==> src/core/psi_consts.svh <==
`ifndef PSI_CONSTS_SVH
`define PSI_CONSTS_SVH
// instruction encoding
`define PSI_OP_SYSTEM   7'h73
`define PSI_F3_TRAP     3'h0
`define PSI_F12_ENVIRONMENT_CALL_INSTR   12'h000
`define PSI_F12_BREAKPOINT_INSTR  12'h001
`define PSI_F12_SUPERVISOR_TRAP_RETURN    12'h102
`define PSI_F12_MACHINE_TRAP_RETURN    12'h302
`define PSI_F12_WFI     12'h105
`define PSI_COMPRESSED_BREAKPOINT_INSTR    16'h9002
// privilege codes
`define PSI_TRAP_MINOR_OPCODE_U      2'h0
`define PSI_TRAP_MINOR_OPCODE_S      2'h1
`define PSI_TRAP_MINOR_OPCODE_M      2'h3
// exception causes; environment call cause is {base, privilege}
`define PSI_ENVIRONMENT_CALL_INSTR_BASE  2'h2
`define PSI_CAUSE_BRK   4'h3
`define PSI_CAUSE_ILL   4'h2
`define PSI_PC_STEP     32'h4
// register map (byte addresses)
`define PSI_ADDR_CTRL   4'h0
`define PSI_ADDR_STAT   4'h4
// control register bits
`define PSI_CTRL_TSR    0
`define PSI_CTRL_TW     1
`define PSI_CTRL_SMODE  2
`define PSI_CTRL_UWFI   3
`define PSI_CTRL_NOP    4
`define PSI_CTRL_CLRRES 5
`define PSI_CTRL_W      6
`define PSI_CTRL_RST    6'h04
// bus responses
`define PSI_RESP_OK     2'h0
`define PSI_RESP_ERR    2'h2
`endif

==> src/core/psi_pkg.sv <==
package psi_pkg;
  typedef enum logic [1:0] {
    PSI_IDLE = 2'b01,
    PSI_WAIT = 2'b10
  } psi_state_t;

  typedef enum logic [5:0] {
    PSI_K_NONE  = 6'h01,
    PSI_K_ENVIRONMENT_CALL_INSTR = 6'h02,
    PSI_K_EBRK  = 6'h04,
    PSI_K_MACHINE_TRAP_RETURN  = 6'h08,
    PSI_K_SUPERVISOR_TRAP_RETURN  = 6'h10,
    PSI_K_WFI   = 6'h20
  } psi_kind_t;

  typedef struct packed {
    logic       mie;
    logic       mpie;
    logic [1:0] mpp;
    logic       supervisor_global_irq_enable;
    logic       spie;
    logic       spp;
  } psi_stack_t;

  typedef struct packed {
    logic        exc;
    logic [3:0]  cause;
    logic [31:0] epc;
    logic        jump;
    logic [31:0] pc;
    logic        stack_we;
    logic [1:0]  trap_minor_opcode;
    psi_stack_t  st;
    logic        retire;
    logic        clr_resv;
    logic        wake_irq;
  } psi_res_t;
endpackage

==> src/core/psi_decode.sv <==
`timescale 1ns/1ps
`default_nettype none
`include "psi_consts.svh"
module psi_decode
  import psi_pkg::*;
(
  input  wire logic [31:0] instr,
  input  wire logic        compressed,
  output psi_kind_t        kind
);
  logic       trap_form;
  logic [11:0] f12;

  // fixed fields of the trap minor opcode: source and destination zero
  assign f12       = instr[31:20];
  assign trap_form = instr[6:0] == `PSI_OP_SYSTEM && instr[14:12] == `PSI_F3_TRAP &&
                     instr[19:15] == 5'h00 && instr[11:7] == 5'h00;

  // function code selects the operation
  always_comb begin
    kind = PSI_K_NONE;
    if (compressed) begin
      if (instr[15:0] == `PSI_COMPRESSED_BREAKPOINT_INSTR) kind = PSI_K_EBRK;
    end else if (trap_form) begin
      unique case (f12)
        `PSI_F12_ENVIRONMENT_CALL_INSTR:  kind = PSI_K_ENVIRONMENT_CALL_INSTR;
        `PSI_F12_BREAKPOINT_INSTR: kind = PSI_K_EBRK;
        `PSI_F12_MACHINE_TRAP_RETURN:   kind = PSI_K_MACHINE_TRAP_RETURN;
        `PSI_F12_SUPERVISOR_TRAP_RETURN:   kind = PSI_K_SUPERVISOR_TRAP_RETURN;
        `PSI_F12_WFI:    kind = PSI_K_WFI;
        default:         kind = PSI_K_NONE;
      endcase
    end
  end
endmodule
`default_nettype wire

==> src/core/psi_stack_pop.sv <==
`timescale 1ns/1ps
`default_nettype none
`include "psi_consts.svh"
module psi_stack_pop
  import psi_pkg::*;
(
  input  wire psi_stack_t  st_in,
  input  wire logic        from_m,
  output psi_stack_t       st_out,
  output logic [1:0]       trap_minor_opcode
);
  // pop only the stack of the level being returned from
  always_comb begin
    st_out = st_in;
    if (from_m) begin
      trap_minor_opcode        = st_in.mpp;
      st_out.mie  = st_in.mpie;
      st_out.mpie = 1'b1;
      st_out.mpp  = `PSI_TRAP_MINOR_OPCODE_U; // lowest mode left behind
    end else begin
      trap_minor_opcode        = {1'b0, st_in.spp};
      st_out.supervisor_global_irq_enable  = st_in.spie;
      st_out.spie = 1'b1;
      st_out.spp  = 1'b0;
    end
  end
endmodule
`default_nettype wire

==> src/core/psi_sys_unit.sv <==
// How it works
// - environment call traps, cause names origin mode
// - breakpoint raises breakpoint exception only
// - trap pc is the instruction itself
// - calls and breakpoints never count as retired
// - decode fixed trap-form fields, zero registers
// - machine return always; supervisor only if present
// - supervisor return illegal in supervisor mode when trap bit set
// - return at own level or higher pops stack
// - return jumps to saved pc of level
// - return may drop reservation, software selectable
// - wait instruction stalls in privileged modes, user optional
// - wait illegal outside machine mode when timeout-wait bit set
// - wake by interrupt resumes at pc plus four
// - wait may end early, no-op mode allowed
// - wake ignores global enables and delegation
// - wake needs the individual enable bit
// - wake without interrupt continues at pc plus four
// - wait may trap to higher mode immediately
// - compressed breakpoint acts as full breakpoint
//
// The AXI4-Lite interface to the registers and the placing of the registers were left to the implementer.
`timescale 1ns/1ps
`default_nettype none
`include "psi_consts.svh"
module psi_sys_unit
  import psi_pkg::*;
(
  input  wire logic        aclk,
  input  wire logic        aresetn,
  input  wire logic        awvalid,
  output logic             awready,
  input  wire logic [3:0]  awaddr,
  input  wire logic        wvalid,
  output logic             wready,
  input  wire logic [31:0] wdata,
  input  wire logic [3:0]  wstrb,
  output logic             bvalid,
  input  wire logic        bready,
  output logic [1:0]       bresp,
  input  wire logic        arvalid,
  output logic             arready,
  input  wire logic [3:0]  araddr,
  output logic             rvalid,
  input  wire logic        rready,
  output logic [31:0]      rdata,
  output logic [1:0]       rresp,
  input  wire logic        issue_valid,
  output logic             issue_ready,
  input  wire logic [31:0] issue_instr,
  input  wire logic [31:0] issue_pc,
  input  wire logic        issue_compressed,
  input  wire logic [1:0]  cur_trap_minor_opcode,
  input  wire psi_stack_t  stack_in,
  input  wire logic [31:0] mepc,
  input  wire logic [31:0] sepc,
  input  wire logic [15:0] irq_pending,
  input  wire logic [15:0] irq_enable,
  output logic             res_valid,
  output psi_res_t         res,
  output logic             wfi_sleep
);
  psi_state_t              state;
  psi_state_t              next_state;
  psi_kind_t               kind;
  psi_res_t                next_res;
  logic                    next_res_valid;
  psi_stack_t              pop_st;
  logic [1:0]              pop_trap_minor_opcode;
  logic                    take;
  logic                    wake;
  logic [31:0]             pc_q;
  logic [`PSI_CTRL_W-1:0]  ctrl;
  logic [3:0]              last_cause;
  logic                    last_exc;
  logic [7:0]              ill_cnt;
  logic                    aw_held;
  logic                    w_held;
  logic [3:0]              aw_addr_q;
  logic [31:0]             w_data_q;
  logic                    w_strb0_q;
  logic                    wr_fire;
  logic                    ill_evt;

  psi_decode u_decode (
    .instr      (issue_instr),
    .compressed (issue_compressed),
    .kind       (kind)
  );

  psi_stack_pop u_pop (
    .st_in  (stack_in),
    .from_m (kind == PSI_K_MACHINE_TRAP_RETURN),
    .st_out (pop_st),
    .trap_minor_opcode   (pop_trap_minor_opcode)
  );

  // handshake toward decode; stalled while sleeping
  assign issue_ready = state == PSI_IDLE;
  assign take        = issue_valid && issue_ready;
  assign wfi_sleep   = state == PSI_WAIT;

  // only individually enabled lines wake; global enables never looked at
  assign wake = |(irq_pending & irq_enable);

  // operation result and wait sequencing
  always_comb begin
    next_res       = '0;
    next_res_valid = 1'b0;
    next_state     = state;
    next_res.st    = stack_in;
    next_res.trap_minor_opcode  = cur_trap_minor_opcode;
    if (state == PSI_WAIT) begin
      next_res.epc = pc_q;
      if (wake) begin
        next_res_valid    = 1'b1;
        next_res.jump     = 1'b1;
        next_res.pc       = pc_q + `PSI_PC_STEP;
        next_res.retire   = 1'b1;
        next_res.wake_irq = 1'b1; // trap control takes the interrupt here
        next_state        = PSI_IDLE;
      end
    end else if (issue_valid) begin
      next_res_valid = 1'b1;
      next_res.epc   = issue_pc;
      unique case (kind)
        PSI_K_ENVIRONMENT_CALL_INSTR: begin
          next_res.exc   = 1'b1;
          next_res.cause = {`PSI_ENVIRONMENT_CALL_INSTR_BASE, cur_trap_minor_opcode};
        end
        PSI_K_EBRK: begin
          next_res.exc   = 1'b1;
          next_res.cause = `PSI_CAUSE_BRK;
        end
        PSI_K_MACHINE_TRAP_RETURN: begin
          if (cur_trap_minor_opcode == `PSI_TRAP_MINOR_OPCODE_M) begin
            next_res.jump     = 1'b1;
            next_res.pc       = mepc;
            next_res.stack_we = 1'b1;
            next_res.trap_minor_opcode     = pop_trap_minor_opcode;
            next_res.st       = pop_st;
            next_res.retire   = 1'b1;
            next_res.clr_resv = ctrl[`PSI_CTRL_CLRRES];
          end else begin
            next_res.exc   = 1'b1;
            next_res.cause = `PSI_CAUSE_ILL;
          end
        end
        PSI_K_SUPERVISOR_TRAP_RETURN: begin
          if (!ctrl[`PSI_CTRL_SMODE] || cur_trap_minor_opcode == `PSI_TRAP_MINOR_OPCODE_U ||
              (ctrl[`PSI_CTRL_TSR] && cur_trap_minor_opcode == `PSI_TRAP_MINOR_OPCODE_S)) begin
            next_res.exc   = 1'b1;
            next_res.cause = `PSI_CAUSE_ILL;
          end else begin
            next_res.jump     = 1'b1;
            next_res.pc       = sepc;
            next_res.stack_we = 1'b1;
            next_res.trap_minor_opcode     = pop_trap_minor_opcode;
            next_res.st       = pop_st;
            next_res.retire   = 1'b1;
            next_res.clr_resv = ctrl[`PSI_CTRL_CLRRES];
          end
        end
        PSI_K_WFI: begin
          if ((cur_trap_minor_opcode == `PSI_TRAP_MINOR_OPCODE_U && !ctrl[`PSI_CTRL_UWFI]) ||
              (ctrl[`PSI_CTRL_TW] && cur_trap_minor_opcode != `PSI_TRAP_MINOR_OPCODE_M)) begin
            next_res.exc   = 1'b1;
            next_res.cause = `PSI_CAUSE_ILL;
          end else if (ctrl[`PSI_CTRL_NOP] || wake) begin
            // nothing to wait for, finish in one step
            next_res.jump     = 1'b1;
            next_res.pc       = issue_pc + `PSI_PC_STEP;
            next_res.retire   = 1'b1;
            next_res.wake_irq = wake;
          end else begin
            next_res_valid = 1'b0;
            next_state     = PSI_WAIT;
          end
        end
        PSI_K_NONE: begin
          next_res.exc   = 1'b1; // unknown system encodings
          next_res.cause = `PSI_CAUSE_ILL;
        end
      endcase
    end
  end

  assign ill_evt = next_res_valid && next_res.exc && next_res.cause == `PSI_CAUSE_ILL;

  // sleep state
  always_ff @(posedge aclk) begin
    if (!aresetn) begin
      state <= PSI_IDLE;
    end else begin
      state <= next_state;
    end
  end

  // pc of the instruction under way, kept for the wake
  always_ff @(posedge aclk) begin
    if (!aresetn) begin
      pc_q <= 32'h0;
    end else if (take) begin
      pc_q <= issue_pc;
    end
  end

  // registered result, pulse per finished instruction
  always_ff @(posedge aclk) begin
    if (!aresetn) begin
      res_valid <= 1'b0;
      res       <= '0;
    end else begin
      res_valid <= next_res_valid;
      res       <= next_res;
    end
  end

  // status history seen by software
  always_ff @(posedge aclk) begin
    if (!aresetn) begin
      last_cause <= 4'h0;
      last_exc   <= 1'b0;
      ill_cnt    <= 8'h00;
    end else begin
      if (next_res_valid) begin
        last_exc   <= next_res.exc;
        last_cause <= next_res.cause;
      end
      if (ill_evt) ill_cnt <= ill_cnt + 8'h01; // wraps, a hint not a log
    end
  end

  // write channel: address and data taken in either order
  assign awready = !aw_held && !bvalid;
  assign wready  = !w_held && !bvalid;
  assign wr_fire = aw_held && w_held && !bvalid;

  always_ff @(posedge aclk) begin
    if (!aresetn) begin
      aw_held   <= 1'b0;
      w_held    <= 1'b0;
      aw_addr_q <= 4'h0;
      w_data_q  <= 32'h0;
      w_strb0_q <= 1'b0;
      bvalid    <= 1'b0;
      bresp     <= `PSI_RESP_OK;
    end else begin
      if (awvalid && awready) begin
        aw_held   <= 1'b1;
        aw_addr_q <= awaddr;
      end
      if (wvalid && wready) begin
        w_held    <= 1'b1;
        w_data_q  <= wdata;
        w_strb0_q <= wstrb[0];
      end
      if (wr_fire) begin
        aw_held <= 1'b0;
        w_held  <= 1'b0;
        bvalid  <= 1'b1;
        bresp   <= (aw_addr_q == `PSI_ADDR_CTRL || aw_addr_q == `PSI_ADDR_STAT) ?
                   `PSI_RESP_OK : `PSI_RESP_ERR;
      end else if (bvalid && bready) begin
        bvalid <= 1'b0;
      end
    end
  end

  // control register; only the low byte lane holds bits
  always_ff @(posedge aclk) begin
    if (!aresetn) begin
      ctrl <= `PSI_CTRL_RST;
    end else if (wr_fire && aw_addr_q == `PSI_ADDR_CTRL && w_strb0_q) begin
      ctrl <= w_data_q[`PSI_CTRL_W-1:0];
    end
  end

  // read channel, one word outstanding
  assign arready = !rvalid;

  always_ff @(posedge aclk) begin
    if (!aresetn) begin
      rvalid <= 1'b0;
      rdata  <= 32'h0;
      rresp  <= `PSI_RESP_OK;
    end else if (arvalid && arready) begin
      rvalid <= 1'b1;
      rresp  <= `PSI_RESP_OK;
      unique case (araddr)
        `PSI_ADDR_CTRL: rdata <= {{(32-`PSI_CTRL_W){1'b0}}, ctrl};
        `PSI_ADDR_STAT: rdata <= {16'h0, ill_cnt, 2'h0, last_exc, last_cause, wfi_sleep};
        default: begin
          rdata <= 32'h0;
          rresp <= `PSI_RESP_ERR;
        end
      endcase
    end else if (rvalid && rready) begin
      rvalid <= 1'b0;
    end
  end
endmodule
`default_nettype wire

==> config.mk <==
export PLATFORM = sky130hd
export DESIGN_NAME = psi_sys_unit
export DESIGN_NICKNAME = d
export VERILOG_FILES = /design/src/core/psi_pkg.sv /design/src/core/psi_decode.sv /design/src/core/psi_stack_pop.sv /design/src/core/psi_sys_unit.sv
export VERILOG_INCLUDE_DIRS = /design/src /design/src/core
export SDC_FILE = /design/constraint.sdc
export NUM_CORES = 1
export LEC_CHECK = 0
export ABC_AREA = 1
export BUFFER_PORTS_ARGS = -buffer_cell sky130_fd_sc_hd__buf_4
export CELL_PAD_IN_SITES_DETAIL_PLACEMENT = 0
export CELL_PAD_IN_SITES_GLOBAL_PLACEMENT = 1
export CORE_MARGIN = 3
export CORE_UTILIZATION = 36
export CTS_CLUSTER_DIAMETER = 200
export CTS_CLUSTER_SIZE = 24
export DETAILED_ROUTE_END_ITERATION = 12
export GPL_ROUTABILITY_DRIVEN = 1
export PLACE_DENSITY_LB_ADDON = 0.12
export SETUP_SLACK_MARGIN = 0.02
export SLEW_MARGIN = 20
export SYNTH_ARGS = -nofsm -noshare
export SYNTH_HDL_FRONTEND = slang
export SYNTH_HIERARCHICAL = 1
export SYNTH_SLANG_ARGS = --single-unit
export TNS_END_PERCENT = 100
==> constraint.sdc <==
create_clock -name aclk -period 3.6 [get_ports aclk]
set_input_delay 0.54 -clock aclk [delete_from_list [all_inputs] [get_ports aclk]]
set_output_delay 0.54 -clock aclk [all_outputs]
set_load 0.01 [all_outputs]
==> metrics.txt, run 1 <==
antenna-violating nets left=0; Detailed Route Iter0 Violations=621; post-cts sizing count=0; site row count=56; Synth Area in Adders=0.422%; M1 WL=13.4 mm; final hold violations=0; area fraction in compound gates after synthesis=14.3%; CTS root buffer=clkbuf_16; max-cap check violation count=0; WL met3=2.33 mm; all-layer global routing usage=23.9%; Yosys cell types=48; # IOs=349; crit path kind=in2reg; gr ovfl total=0; global-route wire length before repair=49.7 mm; Power Dens Cells=368 nW/um^2; Post-CTS Setup Inserts=0; FFs w/ async S/R, synth=0%; crit path time final=2790 ps; clk slew on worst S/H paths=70 ps; Area Growth Syn to Fin=34.6%; Critical Path AT=3150 ps; period utilisation layout=77.6%; pin count of the biggest net entering global routing=62; Hold WC Path Type=in2reg; Inserted Clock Buffers=17; Max Root-Sink Buffers=2; IO buf count=298; Synth Instances=1333; maximum VDD drop=0.261 mV; Mean Syn Cell Area=6.68 um^2; synthesis warning total=6; post-synthesis mux area share=0%; worst-skew pair later-pin latency=430 ps; die area=26600 um^2; outcome=finished, final reports clean; Die Ht=163 um; final net count=1846; largest family of logic cells by synthesized area=simple AND/OR/NAND/NOR gates; dominant cells by area after synthesis=dfxtp_1, nand2_1, nor2_1, inv_1, nand3_1; final slew viol count=0; H-tree Lvls=4; Clock Skews=9.41 ps; share of post-route cells with drive strength above 1=23.7%; CTS tree=yes; total core area=23900 um^2; top-area cell type share of the netlist area=37.1%; WL/cell=17.0 um; Post-Synth XOR/XNOR Area=3.05%; Ant. Diodes=0; gpl congestion=0.903; R2R Setup Slk=1390 ps; DRC viols=0; hpwl dp=25.7 mm; final wirelength=33.1 mm; CTS Hold Bufs=0; total negative slack=0 ps; Post-Synth Simple-Gate Area=34.5%; Slew @ Worst Pin=1030 ps; uppermost layer routed=met4; Post-synth EDFFs=0; Top FF cell, synth=dfxtp_1; worst slew margin relative to its limit=30.9%; Worst EP required=3960 ps; register area share after synthesis=37.1%; vias in the first global route=9319; area post-placement=11400 um^2; Starting Density=37.2%; CP Capture Type=flip-flop; Design Area, Final=12000 um^2; drt first pass iters=6; Seq cells post-synth=165; initial antenna violation count=0; Vias=9675; number of setup violations in the final report=0; Max FO, Critical Path=17; RSZ-0062 raised after global routing=no; Mapped Area=8900 um^2; fmax=358 MHz; clock sinks=165; met2 wire len=16.6 mm; crit start category=primary input; area leader, netlist=dfxtp_1; Die Wd=163 um; vias per cell=4.96; Pleak=5.53 nW
placed cells by master (no fill, tap or decap), types with 4 or more instances in the layout:
cell / count
nand2_1: 363
buf_4: 317
nor2_1: 168
dfxtp_1: 165
inv_1: 137
nand3_1: 90
a21oi_1: 60
o21ai_0: 55
nor3_1: 31
xor2_1: 24
conb_1: 21
a211oi_1: 20
nand4_1: 19
o32ai_1: 19
o211ai_1: 18
clkbuf_16: 17
nor2_2: 13
o31ai_1: 13
nand3_2: 7
xnor2_1: 7
nor2_4: 5
inv_2: 5
o22ai_1: 5
clkinvlp_4: 5
a22o_1: 4
power breakdown:
part,switching (mW),leakage [nW],internal (mW)
sequential,0.0458,1.35,1.90
combinational,0.310,3.91,0.260
clock,0.801,0.268,1.09
total,1.16,5.53,3.25
final cells by class:
cell class	count	area, um^2
timing repair buffer	318	2400
clock inverter	11	154
fill	2518	11900
tap	319	399
multi-input combinational	975	4740
sequential	165	3300
clock buffer	19	433
inverter	144	542
metrics by stage:
stage	setup slack, ps	utilization, %	hold slack [ps]	total power, mW	instances
detailed placement	395	47.6	448	2.55	1921
CTS	814	50.1	354	4.43	1951
global route	464	50.1	367	4.57	1951
global placement	429	47.6	443	2.55	1921
floorplan	1100	-	430	2.25	1353
finish	807	50.1	358	4.40	1951
worst max-delay path, stage by stage:
cell and delay (ps):
buf_4 110, nor2_1 130, nand2_1 70, nor2_1 140, nand2_1 110, nor3_1 370, inv_1 70, nor2_1 130
nand3_1 160, nor2_1 170, nand2_1 80, inv_2 380, nor2_2 130, nor3_4 340, nand2_1 90, a21oi_1 140
cell usage after synthesis, types with 4 or more instances:
cell,number
nor2_1,169
inv_1,137
buf_2,10
o31ai_1,13
o211ai_1,18
nand3_1,90
xor2_1,24
nor2_4,5
dfxtp_1,165
nand3_2,7
o32ai_1,19
inv_2,5
a22o_1,4
a211oi_1,20
clkbuf_1,27
nand4_1,19
a21oi_1,60
o22ai_1,5
xnor2_1,7
buf_4,25
o21ai_0,55
buf_6,4
nor2_2,12
nor3_1,31
nand2_1,364
worst paths after layout:
check,start,to,cells past startpoint
worst max-delay path,issue_instr[31],res[6],16
worst min-delay path,issue_pc[1],res[47],3
worst max register to register,state[1],res[54],6
worst min register to register,aw_addr_q[3],aw_addr_q[3],2
metal layers:
layer	up-vias	GRT usage (%)
met5	-	0
met4	0	6.42
met3	52	5.33
met2	354	43.1
met1	4388	28.8
li1	4881	-
state kept, by name, summed over array words and instances, names as in the netlist, 2 cells and up:
register / count
w_data_q: 6
aw_addr_q: 4
ctrl: 6
state: 2
last_cause: 3
ill_cnt: 8
pc_q: 32
res: 81
rdata: 14
cell families (layout without fill, tap and decap cells):
logic type | count (synthesis) | after routing
AOI/OAI and AO/OA | 205 | 205
other | 1 | 21
xor gates and xnor gates | 31 | 31
adders and majority gates | 3 | 3
buffers and inverters | 213 | 492
DFF | 165 | 165
and+or+nand+nor | 715 | 715
Power figures use the tool's default switching activity.
==> run 2, diff against run 1 <==
--- a/config.mk
+++ b/config.mk
@@ -11,7 +11,7 @@
 export CELL_PAD_IN_SITES_DETAIL_PLACEMENT = 0
 export CELL_PAD_IN_SITES_GLOBAL_PLACEMENT = 1
 export CORE_MARGIN = 3
-export CORE_UTILIZATION = 36
+export CORE_UTILIZATION = 30
 export CTS_CLUSTER_DIAMETER = 200
 export CTS_CLUSTER_SIZE = 24
 export DETAILED_ROUTE_END_ITERATION = 12
==> constraint.sdc (replaced) <==
create_clock -name aclk -period 2.5 [get_ports aclk]
set_input_delay 0.375 -clock aclk [delete_from_list [all_inputs] [get_ports aclk]]
set_output_delay 0.375 -clock aclk [all_outputs]
set_load 0.01 [all_outputs]
==> run 2 against run 1 <==
Clock power is 43% higher. Via count is 1.3% higher. Sequential power is 44% higher. Design area is 4.0% higher. Largest power group unchanged. Setup slack worse by 630 ps.
==> metrics.txt, run 2 (synthesized netlist as in run 1, its figures left out) <==
Worst EP required=2810 ps; crit path time final=2320 ps; crit start category=primary input; Inserted Clock Buffers=17; initial antenna violation count=0; Power Dens Cells=509 nW/um^2; R2R Setup Slk=400 ps; slowest CP cell=o21ai_0; gr ovfl total=0; placed cells=2027; period utilisation layout=92.8%; Pleak=5.79 nW; # IOs=349; final hold violations=0; Top Registers=res: 81 flops, pc_q: 32 flops, rdata: 14 flops; Detailed Route Iter0 Violations=620; share of post-route cells with drive strength above 1=25.8%; Sw Ratio=27.8%; Ant. Diodes=0; GR Util met1=26.8%; GR Util met2=37.2%; Die Wd=178 um; worst slew margin relative to its limit=54.9%; outcome=finished, final reports clean; most common cell after layout, fill and taps aside=nand2_1; Die Ht=178 um; vias in the first global route=9626; total core area=28900 um^2; Vias=9800; NetSw=1.76 mW; GR peak layer=met2; CTS tree=yes; hpwl dp=27.8 mm; H-tree Lvls=4; gpl congestion=0.925; Area Growth Syn to Fin=40.0%; all-layer global routing usage=21.5%; final slew viol count=0; worst slack, placed=-258 ps; IO buf count=298; fmax=431 MHz; maximum VDD drop=0.409 mV; Comb pwr share=13.2%; largest register by flop count=res; final net count=1887; drt first pass iters=6; most frequent cells in the layout=nand2_1, buf_4, nor2_1, dfxtp_1, inv_1; RSZ-0062 raised after global routing=yes; worst-skew pair later-pin latency=430 ps; CTS root buffer=clkbuf_16; CP Cell Sequence=buf_4, inv_1, nand2_1, nor3_2, nand3_2, o22ai_1, buf_4, nor2_1, nand3_1, nor2_1, nand2_1, inv_2, buf_12, a22o_1, o21ai_0, nand2_1; site row count=62; pin count of the biggest net entering global routing=62; Layout Cells excl Fill=2059; M3 GR Usage=4.32%; crit-path max cell delay=320 ps; Critical Path AT=2630 ps; CP Capture Type=flip-flop; Tot Pwr=6.34 mW; total of fill cells in the finished design=3112; crit path kind=in2reg; Post-CTS Setup Inserts=0; final wirelength=35.2 mm; Clk pwr share=42.7%; DRC viols=0; CTS Hold Bufs=0; Max Root-Sink Buffers=2; WL/cell=17.1 um; number of setup violations in the final report=0; clk slew on worst S/H paths=70 ps; Hold WC Path Type=in2reg; Slew @ Worst Pin=675 ps; Sequential Power Share=44.1%; vias per cell=4.76; cell-internal power=4.58 mW; max-cap check violation count=0; max reg flops=81; global-route wire length before repair=52.7 mm; clock sinks=165; Starting Density=30.8%; post-cts sizing count=0; CP most frequent cell=nand2_1; Max FO, Critical Path=7; Clock Skews=12.0 ps; antenna-violating nets left=0; final worst setup slack=181 ps; die area=31800 um^2
run 2: cell count changes in the layout (fill, tap and decap cells not counted), sizes merged:
cell	delta
buf	+41
clkinv	+2
inv	+7
bufinv	-2
clkinvlp	-5
run 2: critical path: cells and delay by family:
family                 cells  cell delay [ps]
buffers and inverters      5              610
and+or+nand+nor            8              810
AOI/OAI and AO/OA          3              830
run 2: final timing paths:
kind / cells after the start / start / to
max: 16 / issue_compressed / res[34]
min: 4 / bready / bvalid
max reg2reg: 9 / state[1] / res[28]
min reg2reg: 2 / aw_addr_q[3] / aw_addr_q[3]
run 2: area by class of cell:
| type | instances | area [um^2] | area share, % |
|---|---|---|---|
| clock inverters | 13 | 133 | 1.06 |
| inverters | 144 | 542 | 4.35 |
| flip-flops and latches | 165 | 3300 | 26.5 |
| well taps | 384 | 480 | 3.86 |
| clock buffers | 19 | 453 | 3.64 |
| repair buffers | 359 | 2810 | 22.5 |
| multi-input cells | 975 | 4740 | 38.0 |
run 2: through the flow:
stage	hold WS, ps	setup TNS (ps)	utilization, %	instance area (um^2)
floorplan	430	0	-	8970
global placement	447	-5310	41.0	11900
detailed placement	450	-5870	41.0	11900
CTS	179	0	43.1	12500
global route	197	0	43.1	12500
finish	190	0	43.1	12500
run 2: per-layer routing:
| layer | vias to the layer above | share of wire, % |
|---|---|---|
| met4 | 0 | 2.3 |
| met5 | - | 0 |
| met1 | 4470 | 42 |
| li1 | 4962 | - |
| met2 | 324 | 49 |
| met3 | 44 | 6.6 |
run 2: power by group through the flow:
stage | clock network, mW | logic [mW] | registers, mW
after global placement | 0 | 0.836 | 2.86
final | 2.71 | 0.837 | 2.80
after floorplan | 0 | 0.372 | 2.86
after detailed placement | 0 | 0.840 | 2.86
after CTS | 2.78 | 0.843 | 2.80
after global routing | 2.88 | 0.928 | 2.81
